**config.mk**
```make
export PLATFORM = sky130hd
export DESIGN_NAME = flash_cmd
export DESIGN_NICKNAME = d
export VERILOG_FILES = /design/src/logic/sfdp_caps_pkg_unused_guard.sv /design/src/logic/sfdp_caps_pkg.sv /design/src/logic/sync2.sv /design/src/logic/flash_cmd.sv
export VERILOG_INCLUDE_DIRS = /design/src /design/src/logic
export SDC_FILE = /design/constraint.sdc
export NUM_CORES = 1
export LEC_CHECK = 0
export ABC_AREA = 0
export BUFFER_PORTS_ARGS = -buffer_cell sky130_fd_sc_hd__buf_4
export CAP_MARGIN = 10
export CORE_ASPECT_RATIO = 1.75
export CORE_MARGIN = 1
export CORE_UTILIZATION = 50
export DETAILED_ROUTE_END_ITERATION = 12
export PLACE_DENSITY_LB_ADDON = 0.2
export SYNTH_ARGS = -nofsm -noshare
export SYNTH_HDL_FRONTEND = slang
export SYNTH_SLANG_ARGS = --single-unit
```
**constraint.sdc**
```tcl
create_clock -name clock -period 5 [get_ports clock]
set_input_delay 1.25 -clock clock [delete_from_list [all_inputs] [get_ports clock]]
set_output_delay 1.25 -clock clock [all_outputs]
set_load 0.005 [all_outputs]
```
**src/logic/sfdp_caps_map.svh**
```systemverilog
// named constants: instruction codes, table word fields, bit and byte counts of the serial frame
`ifndef SFDP_CAPS_MAP_SVH
`define SFDP_CAPS_MAP_SVH

`define OP_WRITE_ENABLE 8'h06
`define OP_VOL_WRITE_ENABLE 8'h50
`define OP_WRITE_STATUS 8'h01
`define OP_RESET_ENABLE 8'h66
`define OP_RESET 8'h99
`define OP_READ_SFDP 8'h5A

`define ENTER_4B_FIELD 8'h80
`define EXIT_4B_FIELD 10'h300
`define SOFT_RESET_FIELD 6'h30
`define RFU_BIT7 1'h1
`define SR1_WE_FIELD 7'h68

`define CAPS_WORD_BASE 24'h000068
`define CAPS_WORD_LAST 24'h00006B
`define UNMAPPED_BYTE 8'hFF
// pins at rest {sclk, cs_n, io}: clock low, select high, lanes low
`define PINS_IDLE 6'h10

`define BITS_PER_BYTE 4'h8
`define ADDR_BYTES 3'h3
`define OPCODE_BYTES 3'h1
`define WRSR_BYTES 3'h2
`define WEL_BIT 1
`define SR1_WRITABLE 8'hFC
`define SR1_BUSY_CLEAR 1'h0

`endif

```
**src/logic/sfdp_caps_pkg_unused_guard.sv**
```systemverilog
// intentionally empty compilation unit kept out; no content
`default_nettype none
`default_nettype wire

```
**src/logic/sfdp_caps_pkg.sv**
```systemverilog
// types shared by the serial front end, its assertions and the bench
package sfdp_caps_pkg;

  typedef enum logic [1:0] {
    LANES_1 = 2'b00,
    LANES_2 = 2'b01,
    LANES_4 = 2'b10
  } lanes_t;

  typedef enum logic [2:0] {
    ST_CMD = 3'b000,
    ST_ADDR = 3'b001,
    ST_DUMMY = 3'b010,
    ST_DATA = 3'b011,
    ST_WRSR = 3'b100,
    ST_IGNORE = 3'b101
  } rx_state_t;

  typedef struct packed {
    logic sclk;
    logic cs_n;
    logic [3:0] io;
  } pins_t;

  typedef struct packed {
    logic [3:0] out;
    logic [3:0] oe;
  } io_drive_t;

endpackage

```
**src/logic/sync2.sv**
```systemverilog
// two-flop synchroniser for pin inputs
`timescale 1ns/100ps
`default_nettype none

module sync2 #(
  parameter int W = 1,
  parameter logic [W-1:0] INIT = '0
) (
  input wire logic clock,
  input wire logic rst,
  input wire logic [W-1:0] async_in,
  output logic [W-1:0] sync_out
);

  logic [W-1:0] meta_q;

  // only the second stage reads the first
  always_ff @(posedge clock) begin
    // reset to the pins' rest level, else a false edge follows reset
    if (rst) begin
      meta_q <= INIT;
      sync_out <= INIT;
    end else begin
      meta_q <= async_in;
      sync_out <= meta_q;
    end
  end

endmodule

`default_nettype wire

```
**src/logic/flash_cmd.sv**
```systemverilog
// serial flash instruction front end: parameter word 68h-6Bh, soft reset, status write enables
`timescale 1ns/100ps
`default_nettype none
`include "sfdp_caps_map.svh"

module flash_cmd
  import sfdp_caps_pkg::*;
(
  input wire logic clock,
  input wire logic rst,
  input wire logic sclk_pin,
  input wire logic cs_n_pin,
  input wire logic [3:0] io_in,
  output logic [3:0] io_out,
  output logic [3:0] io_oe,
  input wire lanes_t lanes,
  input wire logic [7:0] nv_sr1,
  output logic [7:0] sr1,
  output logic nv_wr_stb,
  output logic [7:0] nv_wr_data,
  output logic soft_reset
);

  ////////////////////////////////////////////////////////////////////////////
  // pin synchronisation and edge detection
  pins_t pins_raw;
  pins_t pins_s;
  logic sclk_prev_q;
  logic cs_n_prev_q;
  logic sclk_rise;
  logic cs_rise;
  logic frame_on;

  assign pins_raw = '{sclk: sclk_pin, cs_n: cs_n_pin, io: io_in};

  sync2 #(.W($bits(pins_t)), .INIT(`PINS_IDLE)) sync2_i (
    .clock(clock),
    .rst(rst),
    .async_in(pins_raw),
    .sync_out(pins_s)
  );

  always_ff @(posedge clock) begin
    if (rst) begin
      sclk_prev_q <= 1'b0;
      cs_n_prev_q <= 1'b1;
    end else begin
      sclk_prev_q <= pins_s.sclk;
      cs_n_prev_q <= pins_s.cs_n;
    end
  end

  // edges seen a few clocks late; serial clock must stay well below the 20 MHz system rate
  assign sclk_rise = pins_s.sclk & ~sclk_prev_q & ~pins_s.cs_n;
  assign cs_rise = pins_s.cs_n & ~cs_n_prev_q;
  assign frame_on = ~pins_s.cs_n;

  ////////////////////////////////////////////////////////////////////////////
  // parameter word and byte lookup
  localparam logic [31:0] CAPS_WORD = {`ENTER_4B_FIELD,
                                       `EXIT_4B_FIELD,
                                       `SOFT_RESET_FIELD, `RFU_BIT7, `SR1_WE_FIELD};

  function automatic logic [7:0] table_byte(input logic [23:0] a);
    logic [7:0] b;
    b = `UNMAPPED_BYTE;
    if (a >= `CAPS_WORD_BASE && a <= `CAPS_WORD_LAST) begin
      b = CAPS_WORD[8*a[1:0] +: 8];
    end
    return b;
  endfunction

  ////////////////////////////////////////////////////////////////////////////
  // receive shifter, shared by all lane widths
  rx_state_t state_q;
  logic [7:0] sh_q;
  logic [7:0] sh_n;
  logic [3:0] step;
  logic [3:0] bitcnt_q;
  logic [2:0] bytecnt_q;
  logic [7:0] opcode_q;
  logic [7:0] wr_byte_q;
  logic [23:0] addr_q;
  logic [7:0] tx_q;
  logic byte_done;

  always_comb begin
    case (lanes)
      LANES_2: begin
        sh_n = {sh_q[5:0], pins_s.io[1:0]};
        step = 4'h2;
      end
      LANES_4: begin
        sh_n = {sh_q[3:0], pins_s.io};
        step = 4'h4;
      end
      default: begin
        sh_n = {sh_q[6:0], pins_s.io[0]};
        step = 4'h1;
      end
    endcase
  end

  assign byte_done = sclk_rise && (bitcnt_q + step == `BITS_PER_BYTE);

  always_ff @(posedge clock) begin
    if (rst || !frame_on) begin
      bitcnt_q <= 4'h0;
      sh_q <= 8'h00;
    end else if (sclk_rise) begin
      bitcnt_q <= byte_done ? 4'h0 : bitcnt_q + step;
      sh_q <= sh_n;
    end
  end

  // byte counter saturates; only small counts matter for decoding
  always_ff @(posedge clock) begin
    if (rst || cs_rise) begin
      bytecnt_q <= 3'h0;
    end else if (byte_done && bytecnt_q != 3'h7) begin
      bytecnt_q <= bytecnt_q + 3'h1;
    end
  end

  always_ff @(posedge clock) begin
    if (rst || !frame_on) begin
      state_q <= ST_CMD;
    end else if (byte_done) begin
      case (state_q)
        ST_CMD: begin
          if (sh_n == `OP_READ_SFDP) begin
            state_q <= ST_ADDR;
          end else if (sh_n == `OP_WRITE_STATUS) begin
            state_q <= ST_WRSR;
          end else begin
            state_q <= ST_IGNORE;
          end
        end
        ST_ADDR: begin
          if (bytecnt_q == `ADDR_BYTES) begin
            state_q <= ST_DUMMY;
          end
        end
        ST_DUMMY: state_q <= ST_DATA;
        ST_WRSR: state_q <= ST_IGNORE;
        default: state_q <= state_q;
      endcase
    end
  end

  always_ff @(posedge clock) begin
    if (rst) begin
      opcode_q <= 8'h00;
      wr_byte_q <= 8'h00;
      addr_q <= 24'h000000;
    end else if (byte_done) begin
      if (state_q == ST_CMD) begin
        opcode_q <= sh_n;
      end
      if (state_q == ST_ADDR) begin
        addr_q <= {addr_q[15:0], sh_n};
      end
      if (state_q == ST_WRSR) begin
        wr_byte_q <= sh_n;
      end
      if (state_q == ST_DATA) begin
        addr_q <= addr_q + 24'h000001;
      end
    end
  end

  ////////////////////////////////////////////////////////////////////////////
  // transmit: shifts after the host has sampled the rising edge
  always_ff @(posedge clock) begin
    if (rst) begin
      tx_q <= 8'h00;
    end else if (byte_done && state_q == ST_DUMMY) begin
      tx_q <= table_byte(addr_q);
    end else if (byte_done && state_q == ST_DATA) begin
      tx_q <= table_byte(addr_q + 24'h000001);
    end else if (sclk_rise && state_q == ST_DATA) begin
      tx_q <= tx_q << step;
    end
  end

  io_drive_t drive_d;
  io_drive_t drive_q;

  always_comb begin
    drive_d = '{out: 4'h0, oe: 4'h0};
    if (frame_on && state_q == ST_DATA) begin
      case (lanes)
        LANES_2: drive_d = '{out: {2'b00, tx_q[7:6]}, oe: 4'h3};
        LANES_4: drive_d = '{out: tx_q[7:4], oe: 4'hF};
        default: drive_d = '{out: {2'b00, tx_q[7], 1'b0}, oe: 4'h2};
      endcase
    end
  end

  always_ff @(posedge clock) begin
    if (rst) begin
      drive_q <= '{out: 4'h0, oe: 4'h0};
    end else begin
      drive_q <= drive_d;
    end
  end

  assign io_out = drive_q.out;
  assign io_oe = drive_q.oe;

  ////////////////////////////////////////////////////////////////////////////
  // instruction execution at chip-select release
  logic whole_bytes;
  logic one_byte_op;
  logic do_soft_reset;
  logic wel_q;
  logic vol_sel_q;
  logic reset_en_q;
  logic [7:0] sr1_q;

  // a frame with a partial byte executes nothing
  assign whole_bytes = cs_rise && bitcnt_q == 4'h0;
  assign one_byte_op = whole_bytes && bytecnt_q == `OPCODE_BYTES;
  assign do_soft_reset = one_byte_op && opcode_q == `OP_RESET && reset_en_q;

  always_ff @(posedge clock) begin
    if (rst) begin
      reset_en_q <= 1'b0;
    end else if (one_byte_op && opcode_q == `OP_RESET_ENABLE) begin
      reset_en_q <= 1'b1;
    end else if (whole_bytes && bytecnt_q != 3'h0) begin
      reset_en_q <= 1'b0;
    end
  end

  always_ff @(posedge clock) begin
    if (rst || do_soft_reset) begin
      wel_q <= 1'b0;
      vol_sel_q <= 1'b0;
    end else if (one_byte_op && opcode_q == `OP_WRITE_ENABLE) begin
      wel_q <= 1'b1;
      vol_sel_q <= 1'b0;
    end else if (one_byte_op && opcode_q == `OP_VOL_WRITE_ENABLE) begin
      wel_q <= 1'b1;
      vol_sel_q <= 1'b1;
    end else if (whole_bytes && bytecnt_q == `WRSR_BYTES && opcode_q == `OP_WRITE_STATUS) begin
      wel_q <= 1'b0;
      vol_sel_q <= 1'b0;
    end
  end

  // sync reset doubles as power-up, so the stored copy is loaded here
  always_ff @(posedge clock) begin
    if (rst || do_soft_reset) begin
      sr1_q <= nv_sr1 & `SR1_WRITABLE;
    end else if (whole_bytes && bytecnt_q == `WRSR_BYTES && opcode_q == `OP_WRITE_STATUS
                 && wel_q) begin
      sr1_q <= wr_byte_q & `SR1_WRITABLE;
    end
  end

  always_ff @(posedge clock) begin
    if (rst) begin
      nv_wr_stb <= 1'b0;
      nv_wr_data <= 8'h00;
      soft_reset <= 1'b0;
    end else begin
      nv_wr_stb <= whole_bytes && bytecnt_q == `WRSR_BYTES && opcode_q == `OP_WRITE_STATUS
                   && wel_q && !vol_sel_q;
      if (whole_bytes && bytecnt_q == `WRSR_BYTES && opcode_q == `OP_WRITE_STATUS) begin
        nv_wr_data <= wr_byte_q & `SR1_WRITABLE;
      end
      soft_reset <= do_soft_reset;
    end
  end

  always_comb begin
    sr1 = sr1_q;
    sr1[`WEL_BIT] = wel_q;
    sr1[0] = `SR1_BUSY_CLEAR;
  end

endmodule

`default_nettype wire

```
Word level (Yosys, flattened, before mapping)
Index checks and enable logic that the tools add are counted.
{"block": "word_totals", "word_cells": 119, "regBits": 104, "inputBits": 18, "output_inout_bits": 26}
{"block": "classes", "reduce_logical": 40, "n_mux": 22, "shifts": 3, "eq_ne": 19, "magnitude_cmp": 4, "add_sub_neg": 3, "bitwise_logic": 7}
{"op": "32-bit by 6-bit indexed part select with 8-bit output, first input constant", "count": 2}
{"op": "8-bit 2-to-1 mux", "count": 7}
{"op": "24-bit by 7-bit >= comparator with 1-bit output, second input constant", "count": 2}
{"op": "24-bit by 7-bit less-or-equal comparator with 1-bit output, second input constant", "count": 2}
{"op": "24-bit 2-to-1 mux", "count": 2}
{"op": "8-bit one-hot mux with 2 select lines", "count": 2}
{"op": "24-bit by 1-bit adder with 24-bit output, second input constant", "count": 1}
{"op": "8-bit by 7-bit equality test with 1-bit output, second input constant", "count": 3}
{"op": "1-bit logical AND", "count": 20}
{"op": "8-bit by 1-bit equality test with 1-bit output, second input constant", "count": 2}
{"op": "3-bit by 2-bit equality test with 1-bit output, second input constant", "count": 4}
{"op": "3-bit one-hot mux with 4 select lines", "count": 1}
{"op": "3-bit nonzero test", "count": 3}
{"op": "8-bit by 3-bit equality test with 1-bit output, second input constant", "count": 1}
{"op": "8-bit equality test, second input constant", "count": 1}
{"op": "2-bit nonzero test", "count": 4}
{"op": "8-bit by 4-bit << shifter with 8-bit output", "count": 1}
{"op": "3-bit by 1-bit equality test with 1-bit output, second input constant", "count": 2}
{"op": "1-bit 2-to-1 mux", "count": 6}
{"op": "3-bit 2-to-1 mux", "count": 2}
{"op": "3-bit one-hot mux with 2 select lines", "count": 1}
{"op": "2-bit AND reduction", "count": 3}
{"op": "4-bit adder", "count": 1}
{"op": "4-bit equality test, second input constant", "count": 1}
{"op": "other kinds (16)", "count": 24}

Logic depth before layout (Yosys ltp)
{"block": "logic_depth", "word_depth": 8, "depth_mapped": 14, "depth_no_buf": 12}

Hierarchy
Synthesis repeated with hierarchy kept, for this count alone.
{"block": "hier_totals", "cells_unflattened": 689, "hier_area_um2": 5589.1}
{"mod": "flash_cmd", "cells_per_inst": 664, "area_per_inst_um2": 5262.5, "instances": 1, "seq_area_each_um2": 1841.8}
{"mod": "sync2", "cells_per_inst": 25, "area_per_inst_um2": 326.6, "instances": 1, "seq_area_each_um2": 240.2}

Worst setup path after synthesis
Ideal clock, no wire load.
{"block": "synth_timing", "path_kind": "input port to flip-flop", "startpoint": "input port lanes[0]", "endpoint": "register addr_q[5]", "setup_ps": 128, "t_required_ps": 4872, "cell_stages": 14, "slack_ps": 998, "arrival_ps": 3874, "path_buffers": 2, "path_cell_list": "inv_1 -> ha_1 -> ha_1 -> inv_1 -> fa_1 -> xnor2_1 -> nor4bb_1 -> o21ai_1 -> buf_2 -> nor3b_2 -> buf_2 -> nand2_1 -> a21oi_1 -> nor2_1"}
{"block": "synth_via", "elab_chain_len": 6, "elab_cells_between_ends": 10, "cone_classes": "1 x add/sub; 3 x eq/ne; 4 x mux; 2 x reduce/logical"}
{"item": "start, declared", "line_no": "flash_cmd.sv:16", "text": "input wire lanes_t lanes,"}
{"item": "2-bit equality test / 2-bit by 1-bit equality test with 1-bit output (equally long branches)", "line_no": "flash_cmd.sv:88", "text": "case (lanes)"}
{"item": "3-bit one-hot mux with 2 select lines", "line_no": "flash_cmd.sv:88"}
{"item": "4-bit adder", "line_no": "flash_cmd.sv:104", "text": "assign byte_done = sclk_rise && (bitcnt_q + step == `BITS_PER_BYTE);"}
{"item": "4-bit equality test (no source line)"}
{"item": "1-bit logical AND", "line_no": "flash_cmd.sv:104"}
{"item": "2-bit AND reduction (no source line)"}
{"item": "end signal, assigned", "line_no": "flash_cmd.sv:161", "text": "addr_q <= {addr_q[15:0], sh_n};"}
{"item": "end signal, assigned", "line_no": "flash_cmd.sv:167", "text": "addr_q <= addr_q + 24'h000001;"}
{"item": "end, declared", "line_no": "flash_cmd.sv:83", "text": "logic [23:0] addr_q;"}
Parallel ways exist; a longest one is shown, timed or not. The select of a mux whose other input is x is not followed.
A chain may end at the register's enable or synchronous reset.

Final worst setup path
{"block": "layout_timing", "startpoint": "input port lanes[0]", "endpoint": "register tx_q[1]"}
{"block": "layout_via", "elab_chain_len": 8, "elab_cells_between_ends": 13, "cone_classes": "1 x add/sub; 3 x eq/ne; 1 x shift; 4 x mux; 4 x reduce/logical"}
{"item": "2-bit equality test / 2-bit by 1-bit equality test with 1-bit output (equally long branches)", "line_no": "flash_cmd.sv:88"}
{"item": "3-bit one-hot mux with 2 select lines *", "line_no": "flash_cmd.sv:88"}
{"item": "4-bit adder", "line_no": "flash_cmd.sv:104"}
{"item": "4-bit equality test (no source line)"}
{"item": "1-bit logical AND", "line_no": "flash_cmd.sv:104"}
{"item": "1-bit logical AND", "line_no": "flash_cmd.sv:179", "text": "end else if (byte_done && state_q == ST_DATA) begin"}
{"item": "8-bit 2-to-1 mux", "line_no": "flash_cmd.sv:179"}
{"item": "8-bit 2-to-1 mux", "line_no": "flash_cmd.sv:177", "text": "end else if (byte_done && state_q == ST_DUMMY) begin"}
{"item": "end signal, assigned", "line_no": "flash_cmd.sv:178", "text": "tx_q <= table_byte(addr_q);"}
{"item": "end signal, assigned", "line_no": "flash_cmd.sv:180", "text": "tx_q <= table_byte(addr_q + 24'h000001);"}
{"item": "end signal, assigned", "line_no": "flash_cmd.sv:182", "text": "tx_q <= tx_q << step;"}
{"item": "end, declared", "line_no": "flash_cmd.sv:84", "text": "logic [7:0] tx_q;"}
Mark *: on every way between the ends. The rest lies on a longest branch, timed or not. The select of a mux whose other input is x is not followed.

==> flow_summary.toml <==
[synthesis]
async_flop_share_pct = 0
yosys.cell_types.count = 66
ys.flop_type = "dfxtp_1"
syn_inst = 701
yosysSeqAreaShare_pct = 36.92
yosys_register_bits = 101
yosys_warnings = 0
synth_area_mm2 = 0.005639
postSynthAreaPerCell_um2 = 8.044
synth-edff-count = 6

[finish]
n_antenna_cell = 0
area_delta_synth_final_pct = 10.89
fin_nets = 749
drive_above_1_share_pct = 12.99

[route]
dr.pass1.iters = 5
finalWirelength_um = 14870
vias = 5127
viasPerCell = 6.046
wire_per_inst_um = 17.53
drc = 0
drtIter0Drc = 318
final_antenna_net_count = 0

[timing]
fin_crit_ns = 4.298
hold_viol = 0
period_share_pct = 85.96
setup_ws_ns = 0.7022
setup_tns_ns = 0
finClkSkew_ns = 0.006530
tightest_slew_ns = 0.9980
slew_headroom_pct = 32.85
timing.hold.ws_ns = 0.4152
max_freq_ghz = 0.2327
rsz0062_at_grt = "no"
slew_violations = 0
finalSetupViolCount = 0

[die]
dieArea_mm2 = 0.01172
rows = 51
die_y_um = 142.5
io_pins = 44
start_util_pct = 51.08
dieWidth_um = 82.28
core_mm2 = 0.01104

[placed_design]
pre_cts_ws_ns = 0.3676
io_buffers = 38
hpwl_um = 10680
place_congestion = 1.001

[critical_path]
arrival_ns = 4.53
start_kind = "primary input"
cp.required_ns = 5.23
cp-end-kind = "register"
critical_path_class = "in2reg"
rr_startpoint = "addr_q[0]"
crit_path_max_fanout = 8
crit_path_start = "lanes[0]"

[clock_tree]
postCtsSetupRepairBufs = 0
cts_max_level = 3
clk_latency_ns = 0.35
cts_tree = "done"
hold_buffers = 0
ctsLongestPathBuffers = 2
clock_sinks = 101
path_clk_slew_ns = 0.07
cts_root_buf = "clkbuf_16"
cts_resized = 0
cts_buffers = 9

[global_route]
grtUsageTotal_pct = 27.18
grt_pass1_vias = 4871
grt_max_degree = 66
antenna_found_initial = 0
grt_pass1_wl_um = 24160
gr-total-overflow = 0

[pwr]
p_per_area_mw_per_mm2 = 257.0
ir_worst_vdd_uv = 220.1
leakage_nw = 2.306

[outcome]
status = "complete, no violations"

[flow_run]
max-cap-violations = 0

[min_path]
hp-class = "reg2reg"
worstHoldStart = "sync2_i.meta_q[4]"
==> placed cells by master, fill, tap and decap left out, types with 4 or more instances in the layout <==
master,instances
nor2_1,67
inv_1,24
a31oi_1,6
edfxtp_1,6
mux2_2,8
nor4_1,15
mux2i_1,18
o21ai_0,33
o21ai_1,6
or2_2,6
o221ai_1,7
buf_4,53
and3_1,10
a21oi_1,64
nor3_1,18
a211oi_1,7
xnor2_1,11
nand4_1,14
a22oi_1,12
dfxtp_1,95
xor2_1,4
clkbuf_16,9
ha_1,19
nor4b_1,6
nor2b_1,15
nand2_1,90
nand2b_1,4
nand3_1,20
==> per-layer routing <==
layer | part of all wire, % | track usage [%] | up-vias
met2 | 54 | 48.67 | 134
li1 | - | - | 2511
met4 | 3.0 | 11.36 | 0
met1 | 39 | 30.81 | 2452
met5 | 0 | 0 | -
met3 | 3.9 | 4.295 | 30
==> cells in the mapped netlist (all sizes together), types with 10 or more instances <==
cell type,count,area (µm²)
o21ai,39,195.2
a22oi,12,90.09
and3,10,62.56
nor2,67,251.5
xnor2,11,96.34
inv,24,90.09
nand3,21,117.6
nand2,90,337.8
dfxtp,95,1902
nor3,18,90.09
buf,17,105.1
nor2b,15,93.84
nor4,17,127.6
nand4,16,112.6
clkbuf,39,147.6
a21oi,64,320.3
mux2i,18,180.2
ha,19,237.7
==> logic make-up after synthesis <==
kind of cell	Yosys count	share of synthesized area [%]
compound gates	159	17.26
xor+xnor	15	2.330
mux	26	4.793
flops	101	36.92
simple gates	299	27.98
buf+inv	80	6.079
fa+ha+maj	20	4.571
other cells	1	0.06650
==> final timing paths <==
check,end,slack (ns),depth (start not counted)
worst min-delay path,sync2_i.sync_out[4],0.42,1
worst max-delay path,tx_q[1],0.70,13
worst min register to register,sync2_i.sync_out[4],0.42,1
worst max register to register,tx_q[2],1.51,8
==> state kept, by name, indices dropped and copies added, names as in the netlist <==
name / cells
bitcnt_q: 4
addr_q: 24
io_out: 4
nv_wr_stb: 1
sr1_q: 6
vol_sel_q: 1
io_oe: 3
state_q: 3
tx_q: 8
sclk_prev_q: 1
wr_byte_q: 6
sync2_i.sync_out: 6
nv_wr_data: 6
reset_en_q: 1
sync2_i.meta_q: 6
bytecnt_q: 3
cs_n_prev_q: 1
soft_reset: 1
wel_q: 1
sh_q: 7
opcode_q: 8
==> critical path, cell delays in order <==
cell and delay [ns]:
buf_4 0.09, inv_1 0.05, ha_1 0.30, ha_1 0.17, inv_1 0.05, fa_1 0.54
nand3b_1 0.10, nor4bb_1 0.52, o21ai_1 0.38, nor3_1 0.56, a21oi_1 0.22, o221ai_1 0.22
nand2_1 0.07
==> metrics by stage <==
stage          cells  util (%)  total power [mW]  cell area [µm²]
2_1_floorplan    703         -            0.8881             5647
4_1_cts          848     56.65             1.623             6254
5_1_grt          848     56.65             1.665             6254
6_report         848     56.65             1.607             6254
3_5_place_dp     832     53.96            0.9147             5957
3_3_place_gp     832     53.96            0.9129             5957
==> layout make-up <==
class / instances / area [µm²]
clock buffers: 10 / 229.0
clock inverters: 6 / 67.56
fillers: 1049 / 4786
inverters: 24 / 90.09
multi-input cells: 522 / 3222
flip-flops and latches: 101 / 2082
well taps: 132 / 165.2
repair buffers: 53 / 397.9
==> power breakdown <==
| part | leakage, nW | internal, mW | switching [mW] |
|---|---|---|---|
| logic | 1.33 | 0.0293 | 0.0438 |
| clock network | 0.142 | 0.392 | 0.318 |
| registers | 0.830 | 0.820 | 0.00358 |
| total | 2.31 | 1.24 | 0.366 |
(Power assumes the default switching activity.)
